<file path="src/iccap_consts.svh">
// register offsets, field positions and reset values of the data path
`ifndef ICCAP_CONSTS_SVH
`define ICCAP_CONSTS_SVH
`define ICCAP_A_CNT 8'h00
`define ICCAP_A_DRR 8'h04
`define ICCAP_A_SAR 8'h08
`define ICCAP_A_DXR 8'h0c
`define ICCAP_A_MDR 8'h10
`define ICCAP_A_STR 8'h14
`define ICCAP_A_IMR 8'h18
`define ICCAP_M_STP 11
`define ICCAP_M_MST 10
`define ICCAP_M_TRX 9
`define ICCAP_M_XA 8
`define ICCAP_M_RM 7
`define ICCAP_M_FDF 3
`define ICCAP_M_BC 2:0
`define ICCAP_MDR_WMASK 16'hefff
`define ICCAP_S_RX 0
`define ICCAP_S_TX 1
`define ICCAP_S_STOP 2
`define ICCAP_S_CNT 3
`define ICCAP_SAR_RST 10'h3ff
`define ICCAP_FULL_CNT 17'h10000
`define ICCAP_WORD_MAX 4'h8
`define ICCAP_WIDE_PFX 5'h1e
`endif

</file>
<file path="src/iccap_pkg.sv">
// types shared by the data path modules
package iccap_pkg;
  typedef enum logic [1:0] {
    ICCAP_IDLE = 2'h0,
    ICCAP_ADDR = 2'h1,
    ICCAP_DATA = 2'h3,
    ICCAP_ACK = 2'h2
  } iccap_phase_t;

  typedef struct packed {
    logic [7:0] addr;
    logic [31:0] wdata;
    logic wr;
    logic rd;
  } iccap_bus_t;

  typedef struct packed {
    logic [2:0] stg;
    logic lvl;
  } iccap_sync_st_t;

  typedef struct packed {
    logic [16:0] value;
  } iccap_cnt_st_t;

  typedef struct packed {
    iccap_phase_t phase;
    logic [15:0] count;
    logic [15:0] mode;
    logic [9:0] taddr;
    logic [7:0] txd;
    logic [7:0] rxd;
    logic [7:0] txsh;
    logic [7:0] rxsh;
    logic [3:0] bits;
    logic wide2;
    logic addr_ack;
    logic [3:0] status;
    logic [3:0] mask;
    logic [31:0] rdata;
    logic irq;
    logic sda_o;
    logic sda_oe;
    logic stop_gen;
    logic scl_q;
    logic sda_q;
  } iccap_st_t;
endpackage : iccap_pkg

</file>
<file path="src/iccap_sync.sv">
// three-stage input synchroniser with agreement filter
`timescale 1ns/1ps
module iccap_sync import iccap_pkg::*; #(
  parameter logic INIT = 1'b1
) (
  // clock and reset
  input wire logic clock,
  input wire logic sys_rst,
  // pin side
  input wire logic din,
  // clock side
  output logic lvl
);
  iccap_sync_st_t r;
  iccap_sync_st_t n;

  always_comb begin
    n = r;
    n.stg = {r.stg[1:0], din};
    // only stages two and three are compared
    if (r.stg[1] == r.stg[2]) begin
      n.lvl = r.stg[2];
    end
  end

  always_ff @(posedge clock) begin
    if (sys_rst) begin
      r <= '{stg: {3{INIT}}, lvl: INIT};
    end else begin
      r <= n;
    end
  end

  assign lvl = r.lvl;
endmodule : iccap_sync

</file>
<file path="src/iccap_cnt.sv">
// internal word down-counter
`timescale 1ns/1ps
`include "iccap_consts.svh"
module iccap_cnt import iccap_pkg::*; (
  // clock and reset
  input wire logic clock,
  input wire logic sys_rst,
  // control
  input wire logic load,
  input wire logic [15:0] load_val,
  input wire logic dec,
  // state
  output logic [16:0] value
);
  iccap_cnt_st_t r;
  iccap_cnt_st_t n;

  always_comb begin
    n = r;
    if (load) begin
      n.value = (load_val == 16'h0) ? `ICCAP_FULL_CNT : {1'b0, load_val};
    end else if (dec && r.value != 17'h0) begin
      n.value = r.value - 17'h1;
    end
  end

  always_ff @(posedge clock) begin
    if (sys_rst) begin
      r <= '{value: 17'h0};
    end else begin
      r <= n;
    end
  end

  assign value = r.value;
endmodule : iccap_cnt

</file>
<file path="src/iccap_top.sv">
// data path of the two-wire controller: count, address, holding and shift registers
//
// Contract
// - programmed count is used only as master-transmitter with repeat off.
// - written count goes to a down-counter, decremented per word; register unchanged.
// - with stop requested, a stop is issued when the down-counter reaches zero.
// - written zero loads 65536; other values load themselves.
// - in repeat mode the count is ignored and never ends a transfer.
// - short received words are right-aligned; upper bits undefined.
// - bits per word come from the mode register field for both directions.
// - received bits fill a hidden shift register, then copy to receive data.
// - shift registers are never visible to software; only holding registers.
// - reading receive data clears the receive-ready flag.
// - reserved upper bits read zero and ignore writes, except mode bits 15-13, which are stored and read back.
// - as master with free format off, transfers begin with the stored target address.
// - nonzero address selects one target; in 7-bit mode zero is sent as general call, in wide mode as a 10-bit address.
// - 7-bit mode sends bits 6-0; wide mode sends all ten bits.
// - transmit data is copied into a hidden shift register and shifted out.
// - stop request clears itself once the stop appears on the bus.
`timescale 1ns/1ps
`include "iccap_consts.svh"
module iccap_top import iccap_pkg::*; (
  // clock and reset
  input wire logic clock,
  input wire logic sys_rst,
  // register port
  input wire iccap_bus_t bus_req,
  output logic [31:0] rdata,
  output logic irq,
  // serial bus
  input wire logic scl_in,
  input wire logic sda_in,
  output logic sda_o,
  output logic sda_oe,
  // to the rest of the controller
  output logic stop_gen
);
  iccap_st_t r;
  iccap_st_t n;
  logic scl_l;
  logic sda_l;
  logic [16:0] cnt_val;
  logic cnt_load;
  logic cnt_dec;
  logic [3:0] nbits;
  logic xmit;
  logic count_mode;
  logic start_seen;
  logic stop_seen;
  logic scl_rise;
  logic scl_fall;
  logic word_done;
  logic [7:0] tx_load;

  // ***************************************
  // pin synchronisers and counter
  // ***************************************
  iccap_sync #(.INIT(1'b1)) u_scl_sync (
    .clock(clock),
    .sys_rst(sys_rst),
    .din(scl_in),
    .lvl(scl_l)
  );

  iccap_sync #(.INIT(1'b1)) u_sda_sync (
    .clock(clock),
    .sys_rst(sys_rst),
    .din(sda_in),
    .lvl(sda_l)
  );

  iccap_cnt u_cnt (
    .clock(clock),
    .sys_rst(sys_rst),
    .load(cnt_load),
    .load_val(r.count),
    .dec(cnt_dec),
    .value(cnt_val)
  );

  // ***************************************
  // next state
  // ***************************************
  always_comb begin
    n = r;
    cnt_load = 1'b0;
    cnt_dec = 1'b0;
    word_done = 1'b0;
    n.stop_gen = 1'b0;
    n.scl_q = scl_l;
    n.sda_q = sda_l;
    nbits = (r.mode[`ICCAP_M_BC] == 3'h0) ? `ICCAP_WORD_MAX : {1'b0, r.mode[`ICCAP_M_BC]};
    tx_load = r.txd << (`ICCAP_WORD_MAX - nbits);
    xmit = (r.phase == ICCAP_ADDR) || r.mode[`ICCAP_M_TRX];
    count_mode = r.mode[`ICCAP_M_MST] && r.mode[`ICCAP_M_TRX] && !r.mode[`ICCAP_M_RM];
    scl_rise = scl_l && !r.scl_q;
    scl_fall = !scl_l && r.scl_q;
    start_seen = r.scl_q && scl_l && r.sda_q && !sda_l;
    stop_seen = r.scl_q && scl_l && !r.sda_q && sda_l;

    // register writes
    if (bus_req.wr) begin
      case (bus_req.addr)
        `ICCAP_A_CNT: n.count = bus_req.wdata[15:0];
        `ICCAP_A_SAR: n.taddr = bus_req.wdata[9:0];
        `ICCAP_A_DXR: n.txd = bus_req.wdata[7:0];
        `ICCAP_A_MDR: n.mode = bus_req.wdata[15:0] & `ICCAP_MDR_WMASK;
        `ICCAP_A_STR: n.status = r.status & ~bus_req.wdata[3:0];
        `ICCAP_A_IMR: n.mask = bus_req.wdata[3:0];
        default: ;
      endcase
    end

    // register reads, shift registers have no address
    n.rdata = 32'h0;
    if (bus_req.rd) begin
      case (bus_req.addr)
        `ICCAP_A_CNT: n.rdata = {16'h0, r.count};
        `ICCAP_A_DRR: begin
          n.rdata = {24'h0, r.rxd};
          n.status[`ICCAP_S_RX] = 1'b0;
        end
        `ICCAP_A_SAR: n.rdata = {22'h0, r.taddr};
        `ICCAP_A_DXR: n.rdata = {24'h0, r.txd};
        `ICCAP_A_MDR: n.rdata = {16'h0, r.mode};
        `ICCAP_A_STR: n.rdata = {28'h0, r.status};
        `ICCAP_A_IMR: n.rdata = {28'h0, r.mask};
        default: n.rdata = 32'h0;
      endcase
    end

    // ***************************************
    // serial side
    // ***************************************
    if (stop_seen) begin
      n.phase = ICCAP_IDLE;
      n.sda_oe = 1'b0;
      n.status[`ICCAP_S_STOP] = 1'b1;
      n.mode[`ICCAP_M_STP] = 1'b0;
    end else if (start_seen) begin
      n.bits = 4'h0;
      n.wide2 = 1'b0;
      n.sda_oe = 1'b0;
      if (r.mode[`ICCAP_M_MST] && !r.mode[`ICCAP_M_FDF]) begin
        n.phase = ICCAP_ADDR;
        // in 7-bit mode a zero address goes out unchanged as the general call; wide mode sends it behind the prefix
        if (r.mode[`ICCAP_M_XA]) begin
          n.txsh = {`ICCAP_WIDE_PFX, r.taddr[9:8], !r.mode[`ICCAP_M_TRX]};
        end else begin
          n.txsh = {r.taddr[6:0], !r.mode[`ICCAP_M_TRX]};
        end
      end else begin
        n.phase = ICCAP_DATA;
        n.txsh = tx_load;
        n.status[`ICCAP_S_TX] = 1'b1;
      end
      cnt_load = count_mode;
    end else begin
      case (r.phase)
        ICCAP_ADDR, ICCAP_DATA: begin
          if (scl_fall) begin
            // address bytes are always full width, data words follow the mode field
            if ((r.phase == ICCAP_DATA && r.bits == nbits) ||
                (r.phase == ICCAP_ADDR && r.bits == `ICCAP_WORD_MAX)) begin
              n.phase = ICCAP_ACK;
              n.addr_ack = (r.phase == ICCAP_ADDR);
              n.sda_oe = !xmit;
            end else begin
              n.sda_oe = xmit && !r.txsh[7];
              n.txsh = {r.txsh[6:0], 1'b0};
            end
          end
          if (scl_rise) begin
            n.rxsh = {r.rxsh[6:0], sda_l};
            n.bits = r.bits + 4'h1;
          end
        end
        ICCAP_ACK: begin
          if (scl_rise) begin
            n.bits = 4'h0;
            if (r.addr_ack && r.mode[`ICCAP_M_XA] && !r.wide2) begin
              n.phase = ICCAP_ADDR;
              n.wide2 = 1'b1;
              n.txsh = r.taddr[7:0];
            end else begin
              n.phase = ICCAP_DATA;
              n.txsh = tx_load;
              n.status[`ICCAP_S_TX] = 1'b1;
              if (!r.addr_ack) begin
                word_done = 1'b1;
                if (!r.mode[`ICCAP_M_TRX]) begin
                  n.rxd = r.rxsh;
                  n.status[`ICCAP_S_RX] = 1'b1;
                end
                cnt_dec = count_mode;
                if (count_mode && cnt_val == 17'h1) begin
                  n.status[`ICCAP_S_CNT] = 1'b1;
                  n.stop_gen = r.mode[`ICCAP_M_STP];
                end
              end
            end
          end
        end
        default: n.phase = ICCAP_IDLE;
      endcase
    end

    n.sda_o = 1'b0;
    n.irq = |(n.status & n.mask);
  end

  always_ff @(posedge clock) begin
    if (sys_rst) begin
      r <= '{phase: ICCAP_IDLE, count: 16'h0, mode: 16'h0, taddr: `ICCAP_SAR_RST,
             txd: 8'h0, rxd: 8'h0, txsh: 8'h0, rxsh: 8'h0, bits: 4'h0,
             wide2: 1'b0, addr_ack: 1'b0, status: 4'h0, mask: 4'h0,
             rdata: 32'h0, irq: 1'b0, sda_o: 1'b0, sda_oe: 1'b0,
             stop_gen: 1'b0, scl_q: 1'b1, sda_q: 1'b1};
    end else begin
      r <= n;
    end
  end

  assign rdata = r.rdata;
  assign irq = r.irq;
  assign sda_o = r.sda_o;
  assign sda_oe = r.sda_oe;
  assign stop_gen = r.stop_gen;
endmodule : iccap_top

</file>
<file path="config.mk">
export PLATFORM = sky130hd
export DESIGN_NAME = iccap_top
export DESIGN_NICKNAME = d
export VERILOG_FILES = /design/src/iccap_pkg.sv /design/src/iccap_sync.sv /design/src/iccap_cnt.sv /design/src/iccap_top.sv
export VERILOG_INCLUDE_DIRS = /design/src
export SDC_FILE = /design/constraint.sdc
export NUM_CORES = 1
export LEC_CHECK = 0
export BUFFER_PORTS_ARGS = -buffer_cell sky130_fd_sc_hd__buf_2
export CAP_MARGIN = 20
export CORE_MARGIN = 5
export CORE_UTILIZATION = 40
export DETAILED_ROUTE_END_ITERATION = 10
export PLACE_DENSITY = 0.63
export SETUP_SLACK_MARGIN = 0.3
export SYNTH_ARGS = -nofsm -noshare
export SYNTH_HDL_FRONTEND = slang
export SYNTH_SLANG_ARGS = --single-unit
export TNS_END_PERCENT = 1
</file>
<file path="constraint.sdc">
create_clock -name clock -period 2.1 [get_ports clock]
set_input_delay 0.42 -clock clock [delete_from_list [all_inputs] [get_ports clock]]
set_output_delay 0.42 -clock clock [all_outputs]
set_load 0.05 [all_outputs]
</file>
==> results.cfg, run 1 <==
[route]
antenna_left = 0
vias = 6036
dr.first_iter.drc_count = 569
remaining_drc_errors = 0
drt-vias-per-instance = 5.507
wl_mm = 18.95
wl_per_cell_um = 17.29
drtPass1Iterations = 6

[placed_design]
port_buffers = 48
gp_congestion = 0.8968
placed_area_mm2 = 0.007218
dp_slack_ns = -0.1339
hpwl_mm = 13.55
dp_cells = 1063

[run]
max-cap-violations = 0

[global_routing]
grt_max_degree = 49
antenna_found_initial = 0
overflow = 0
track_usage = 0.2051
grt_pass1_vias = 5530
grt_first_pass_wirelength_mm = 29.43

[worst_setup_path]
slowest_delay_ns = 0.54
worstPathCellList = or4_4 > and4b_2 > a21boi_2 > buf_6 > nor4b_2 > xnor2_1 > a211oi_1
rrSetupSlack_ns = 0.12
worstReg2RegEnd = u_cnt.value[15]
startpoint = u_cnt.value[8]
reg2regPathDepth = 7
worst-setup-path-type = reg -> reg
critical_path.max_fanout = 8
rr_startpoint = u_cnt.value[8]
arrival_ns = 2.33
start_kind = flop
cp_slowest_cell = or4_4
end_kind = flop
cp-endpoint = u_cnt.value[15]
crit_required_ns = 2.45

[yosys]
async_flop_share = 0
synth_ff_type = dfxtp_1
ys_warn_count = 0
netlist_instances = 784
synth_seq_cells = 135
syn_area_mm2 = 0.006417
ys_seq_area_frac = 0.4211
synth.distinct_cells = 62
synth_edf_count = 0
yosysTopAreaCellShare = 0.4211
synth_most_common_cell = nand2_1
syn_avg_cell_area_um2 = 8.185
synth_largest_area_cell = dfxtp_1
yosys-top-cells-count = nand2_1, dfxtp_1, a21oi_1
synth.top_cells.by_area = dfxtp_1, nand2_1, a21oi_1, buf_4, nand3_1

[floorplan]
core_mm2 = 0.01583
io_pins = 82
die_y_um = 136.7
dieArea_mm2 = 0.01868
fp.dieW_um = 136.7
std_cell_rows = 46
start_util = 0.4055

[clocking]
clock_latency_ns = 0.43
cts_tree = yes
clk_path_buf_depth = 2
clkTransAtPathRegs_ns = 0.06
clockRootBuffer = clkbuf_16
h-tree-depth = 4
hold_buffers = 0
cts-buffers-inserted = 17
cts_sinks = 135

[finish]
finalNonFillerCells = 1096
fin_nets = 920
antennaDiodeCount = 0
multiInputGateArea_mm2 = 0.003352
fillers = 1529
areaGrowthSynthToFinish_pct = 23.71
regArea_mm2 = 0.002710
layout-drive-gt1-share = 0.2330
fin_area_mm2 = 0.007939

[timing]
fmaxAchievable_mhz = 505.1
rsz0062_at_grt = yes
hold_viol = 0
fin_ws_ns = 0.1201
timing.final.crit_share = 0.9428
fin_skew_ns = 0.006010
finalMaxSlewViolations = 0
fin_setup_tns_ns = 0
relSlewSlack = 0.6439
worst_slew_pin_slew_ns = 0.5341
setup_viol = 0
fin_crit_ns = 1.980

[power]
max-vdd-ir-drop_uv = 594.3
power.total_w = 0.006058
p_leak_nw = 3.036
power_density_mw_per_mm2 = 763.1

[status]
outcome = complete, no violations

[worst_hold_path]
min_from = scl_in
hold_class = in -> reg
## layout by cell type (no fill, tap or decap), types with 11 or more instances in the layout
cell type / n
nand2_1: 143
nor2_1: 57
or2_2: 11
inv_1: 12
nand3_1: 43
mux2i_1: 12
nor3_1: 22
buf_2: 47
conb_1: 17
a21oi_1: 81
clkbuf_16: 17
dfxtp_1: 129
buf_4: 76
a22oi_1: 22
## sequential cells by signal (all words and copies together) (netlist names)
signal,cells
sda_oe,1
r,91
u_scl_sync.lvl,1
u_sda_sync.n,2
u_scl_sync.r,1
irq,1
rdata,16
stop_gen,1
u_cnt.value,17
u_sda_sync.lvl,1
u_sda_sync.r,1
u_scl_sync.n,2
## metrics by stage
stage            util  hold WS [ns]
2_1_floorplan       -        0.3895
3_3_place_gp   0.4560        0.3934
3_5_place_dp   0.4560        0.3969
4_1_cts        0.4996        0.1639
5_1_grt        0.5016        0.1691
6_report       0.5016        0.1731
## power breakdown
| part | internal [W] | leakage, nW | switching (W) |
|---|---|---|---|
| combinational | 0.0000517 | 1.63 | 0.000168 |
| sequential | 0.00257 | 1.09 | 0.00000467 |
| clock | 0.00214 | 0.317 | 0.00113 |
## timing repair
item | CTS | global route
gates resized for setup | 9 | 9
endpoints found under the setup margin | 28 | 42
setup buffers | 2 | 0
pin swaps | 8 | 0
## critical path: cells and delay by family (launching register included)
kind / cells / cell delay [ns]
buf+inv: 1 / 0.14
flops: 1 / 0.32
xor+xnor: 1 / 0.13
simple gates: 3 / 1.05
compound gates: 2 / 0.26
## metal layers
layer,global-route usage,wire (µm),share of wire
met3,0.05515,1551,0.082
met4,0.07279,336,0.018
met2,0.3220,8895,0.47
met1,0.2716,8167,0.43
met5,0,0,0
## cell families after synthesis
logic type / after synthesis / synth area share
adders and majority gates: 6 / 0.01170
other: 1 / 0.0005843
AOI/OAI and AO/OA: 181 / 0.1835
xor gates and xnor gates: 15 / 0.02047
DFF: 135 / 0.4211
buffers and inverters: 93 / 0.07604
and+or+nand+nor: 332 / 0.2433
muxes: 21 / 0.04328
## worst min-delay path by stage
stage	slack [ns]	depth (start not counted)	end
6_report	0.17	2	u_scl_sync.n[2]
3_5_place_dp	0.40	1	u_sda_sync.n[3]
5_1_grt	0.17	2	u_sda_sync.n[2]
2_1_floorplan	0.39	1	u_scl_sync.n[3]
4_1_cts	0.16	2	u_scl_sync.n[2]
3_3_place_gp	0.39	1	u_sda_sync.n[3]
## layout make-up
cell class | count | share of cell area
clock buffer | 24 | 0.06320
sequential | 135 | 0.3414
clock inverter | 7 | 0.01749
inverter | 13 | 0.006147
timing repair buffer | 129 | 0.1155
tap | 216 | 0.03404
multi-input combinational | 572 | 0.4222
Power figures use the tool's default switching activity.
==> inputs of run 2 (changes only) <==
- SETUP_SLACK_MARGIN: 0.3 -> default
==> run 2 against run 1 <==
First-iteration DRC count did not move. Critical path depth did not move. Utilization fell by 0.39 points. Sequential power barely moved. Die area did not move. Largest cell class unchanged. Maximum frequency fell by 3.1%. Via count fell by 0.17%.
==> results.cfg, run 2 (same netlist as run 1, synthesis figures left out) <==
[status]
outcome = complete, no violations

[clocking]
hold_buffers = 0
clk_path_buf_depth = 2
clkTransAtPathRegs_ns = 0.06
clock_latency_ns = 0.43
cts_sinks = 135
h-tree-depth = 4
cts_tree = yes
clockRootBuffer = clkbuf_16
cts-buffers-inserted = 17
postCtsSetupBuffers = 0

[finish]
final_util = 0.4977
mostFrequentLayoutCells = nand2_1, dfxtp_1, a21oi_1, buf_4, nor2_1
antennaDiodeCount = 0
fin_nets = 918
layout-drive-gt1-share = 0.2210
regArea_mm2 = 0.002708
multiInputGateArea_mm2 = 0.003312
areaGrowthSynthToFinish_pct = 22.75
layout.cells.most_common = nand2_1
largest_reg_flops = 91
fin_area_mm2 = 0.007878
fillers = 1538
regMostFlops = r

[worst_setup_path]
arrival_ns = 2.38
cp_slowest_cell = or4_4
critPathTopFamily = simple AND/OR/NAND/NOR gates
start_kind = flop
worstPathCellList = or4_4 > and4b_2 > a21boi_2 > buf_4 > and3_1 > xnor2_1 > a211oi_1
end_kind = flop
crit_required_ns = 2.44
critical_path_buf_inv_count = 1
worst-setup-path-type = reg -> reg
slowest_delay_ns = 0.55
critical_path.max_fanout = 8

[global_routing]
antenna_found_initial = 0
grt_first_pass_wirelength_mm = 29.27
overflow = 0
grt_max_degree = 49
grt_pass1_vias = 5487
track_usage = 0.2042

[power]
p_leak_nw = 3.017
max-vdd-ir-drop_uv = 590.0
power_density_mw_per_mm2 = 769.8

[floorplan]
dieArea_mm2 = 0.01868
die_y_um = 136.7
fp.dieW_um = 136.7
start_util = 0.4055
std_cell_rows = 46
io_pins = 82
core_mm2 = 0.01583

[route]
vias = 6026
drtPass1Iterations = 5
wl_mm = 18.84
drt-vias-per-instance = 5.508
wl_per_cell_um = 17.22
dr.first_iter.drc_count = 569
antenna_left = 0
remaining_drc_errors = 0

[timing]
fmaxAchievable_mhz = 489.5
fin_crit_ns = 2.043
fin_ws_ns = 0.05718
hold_viol = 0
worst_slew_pin_slew_ns = 0.5486
whs_ns = 0.1757
fin_skew_ns = 0.005913
timing.final.crit_share = 0.9728
rsz0062_at_grt = yes
relSlewSlack = 0.6343
finalMaxSlewViolations = 0
setup_viol = 0

[placed_design]
dp_slack_ns = -0.1339
port_buffers = 48
hpwl_mm = 13.55
gp_congestion = 0.8968
placed_area_mm2 = 0.007218

[run]
max-cap-violations = 0

[worst_hold_path]
hold_class = in -> reg
run 2: metal layers:
metal	vias to the layer above	routed length [µm]	part of all wire	track usage
li1	2912	-	-	-
met1	2854	8329	0.44	0.2730
met2	227	8758	0.46	0.3190
met3	33	1387	0.074	0.05404
met4	0	367	0.019	0.07055
met5	-	0	0	0
run 2: report_power, final:
group	switching, W	internal [W]
clock network	0.00113	0.00214
logic	0.000167	0.0000513
registers	0.00000465	0.00257
run 2: worst paths after layout:
path	from	endpoint	slack, ns	depth (start not counted)
hold / removal	scl_in	u_scl_sync.n[2]	0.18	2
hold reg to reg	u_sda_sync.n[2]	u_sda_sync.n[3]	0.41	1
setup reg to reg	u_cnt.value[6]	u_cnt.value[14]	0.06	7
setup / recovery	u_cnt.value[6]	u_cnt.value[14]	0.06	7
run 2: area by class of cell:
cell class,instances,share of cell area
clock buffers,24,0.06369
clock inverters,7,0.01763
inverters,13,0.006194
multi-input cells,572,0.4204
flip-flops and latches,135,0.3437
well taps,216,0.03431
repair buffers,127,0.1140
run 2: through the flow:
stage | setup TNS [ns] | cells | power, W
after global placement | -0.1217 | 1063 | 0.002846
after CTS | 0 | 1094 | 0.006084
final | 0 | 1094 | 0.006064
after global routing | -0.03292 | 1094 | 0.006221
after detailed placement | -0.1502 | 1063 | 0.002846
after floorplan | -0.05043 | 800 | 0.002784
run 2: what timing repair did:
| action | 4_1_cts | 5_1_grt |
|---|---|---|
| resized for setup | 1 | 7 |
| pin swaps | 1 | 1 |
| setup endpoints to repair | 2 | 7 |
run 2: worst register-to-register path, delay by kind of cell (launching register included):
family | cells | cell delay (ns)
buffers and inverters | 1 | 0.17
DFF | 1 | 0.31
xor gates and xnor gates | 1 | 0.12
and+or+nand+nor | 3 | 1.08
AOI/OAI and AO/OA | 2 | 0.29
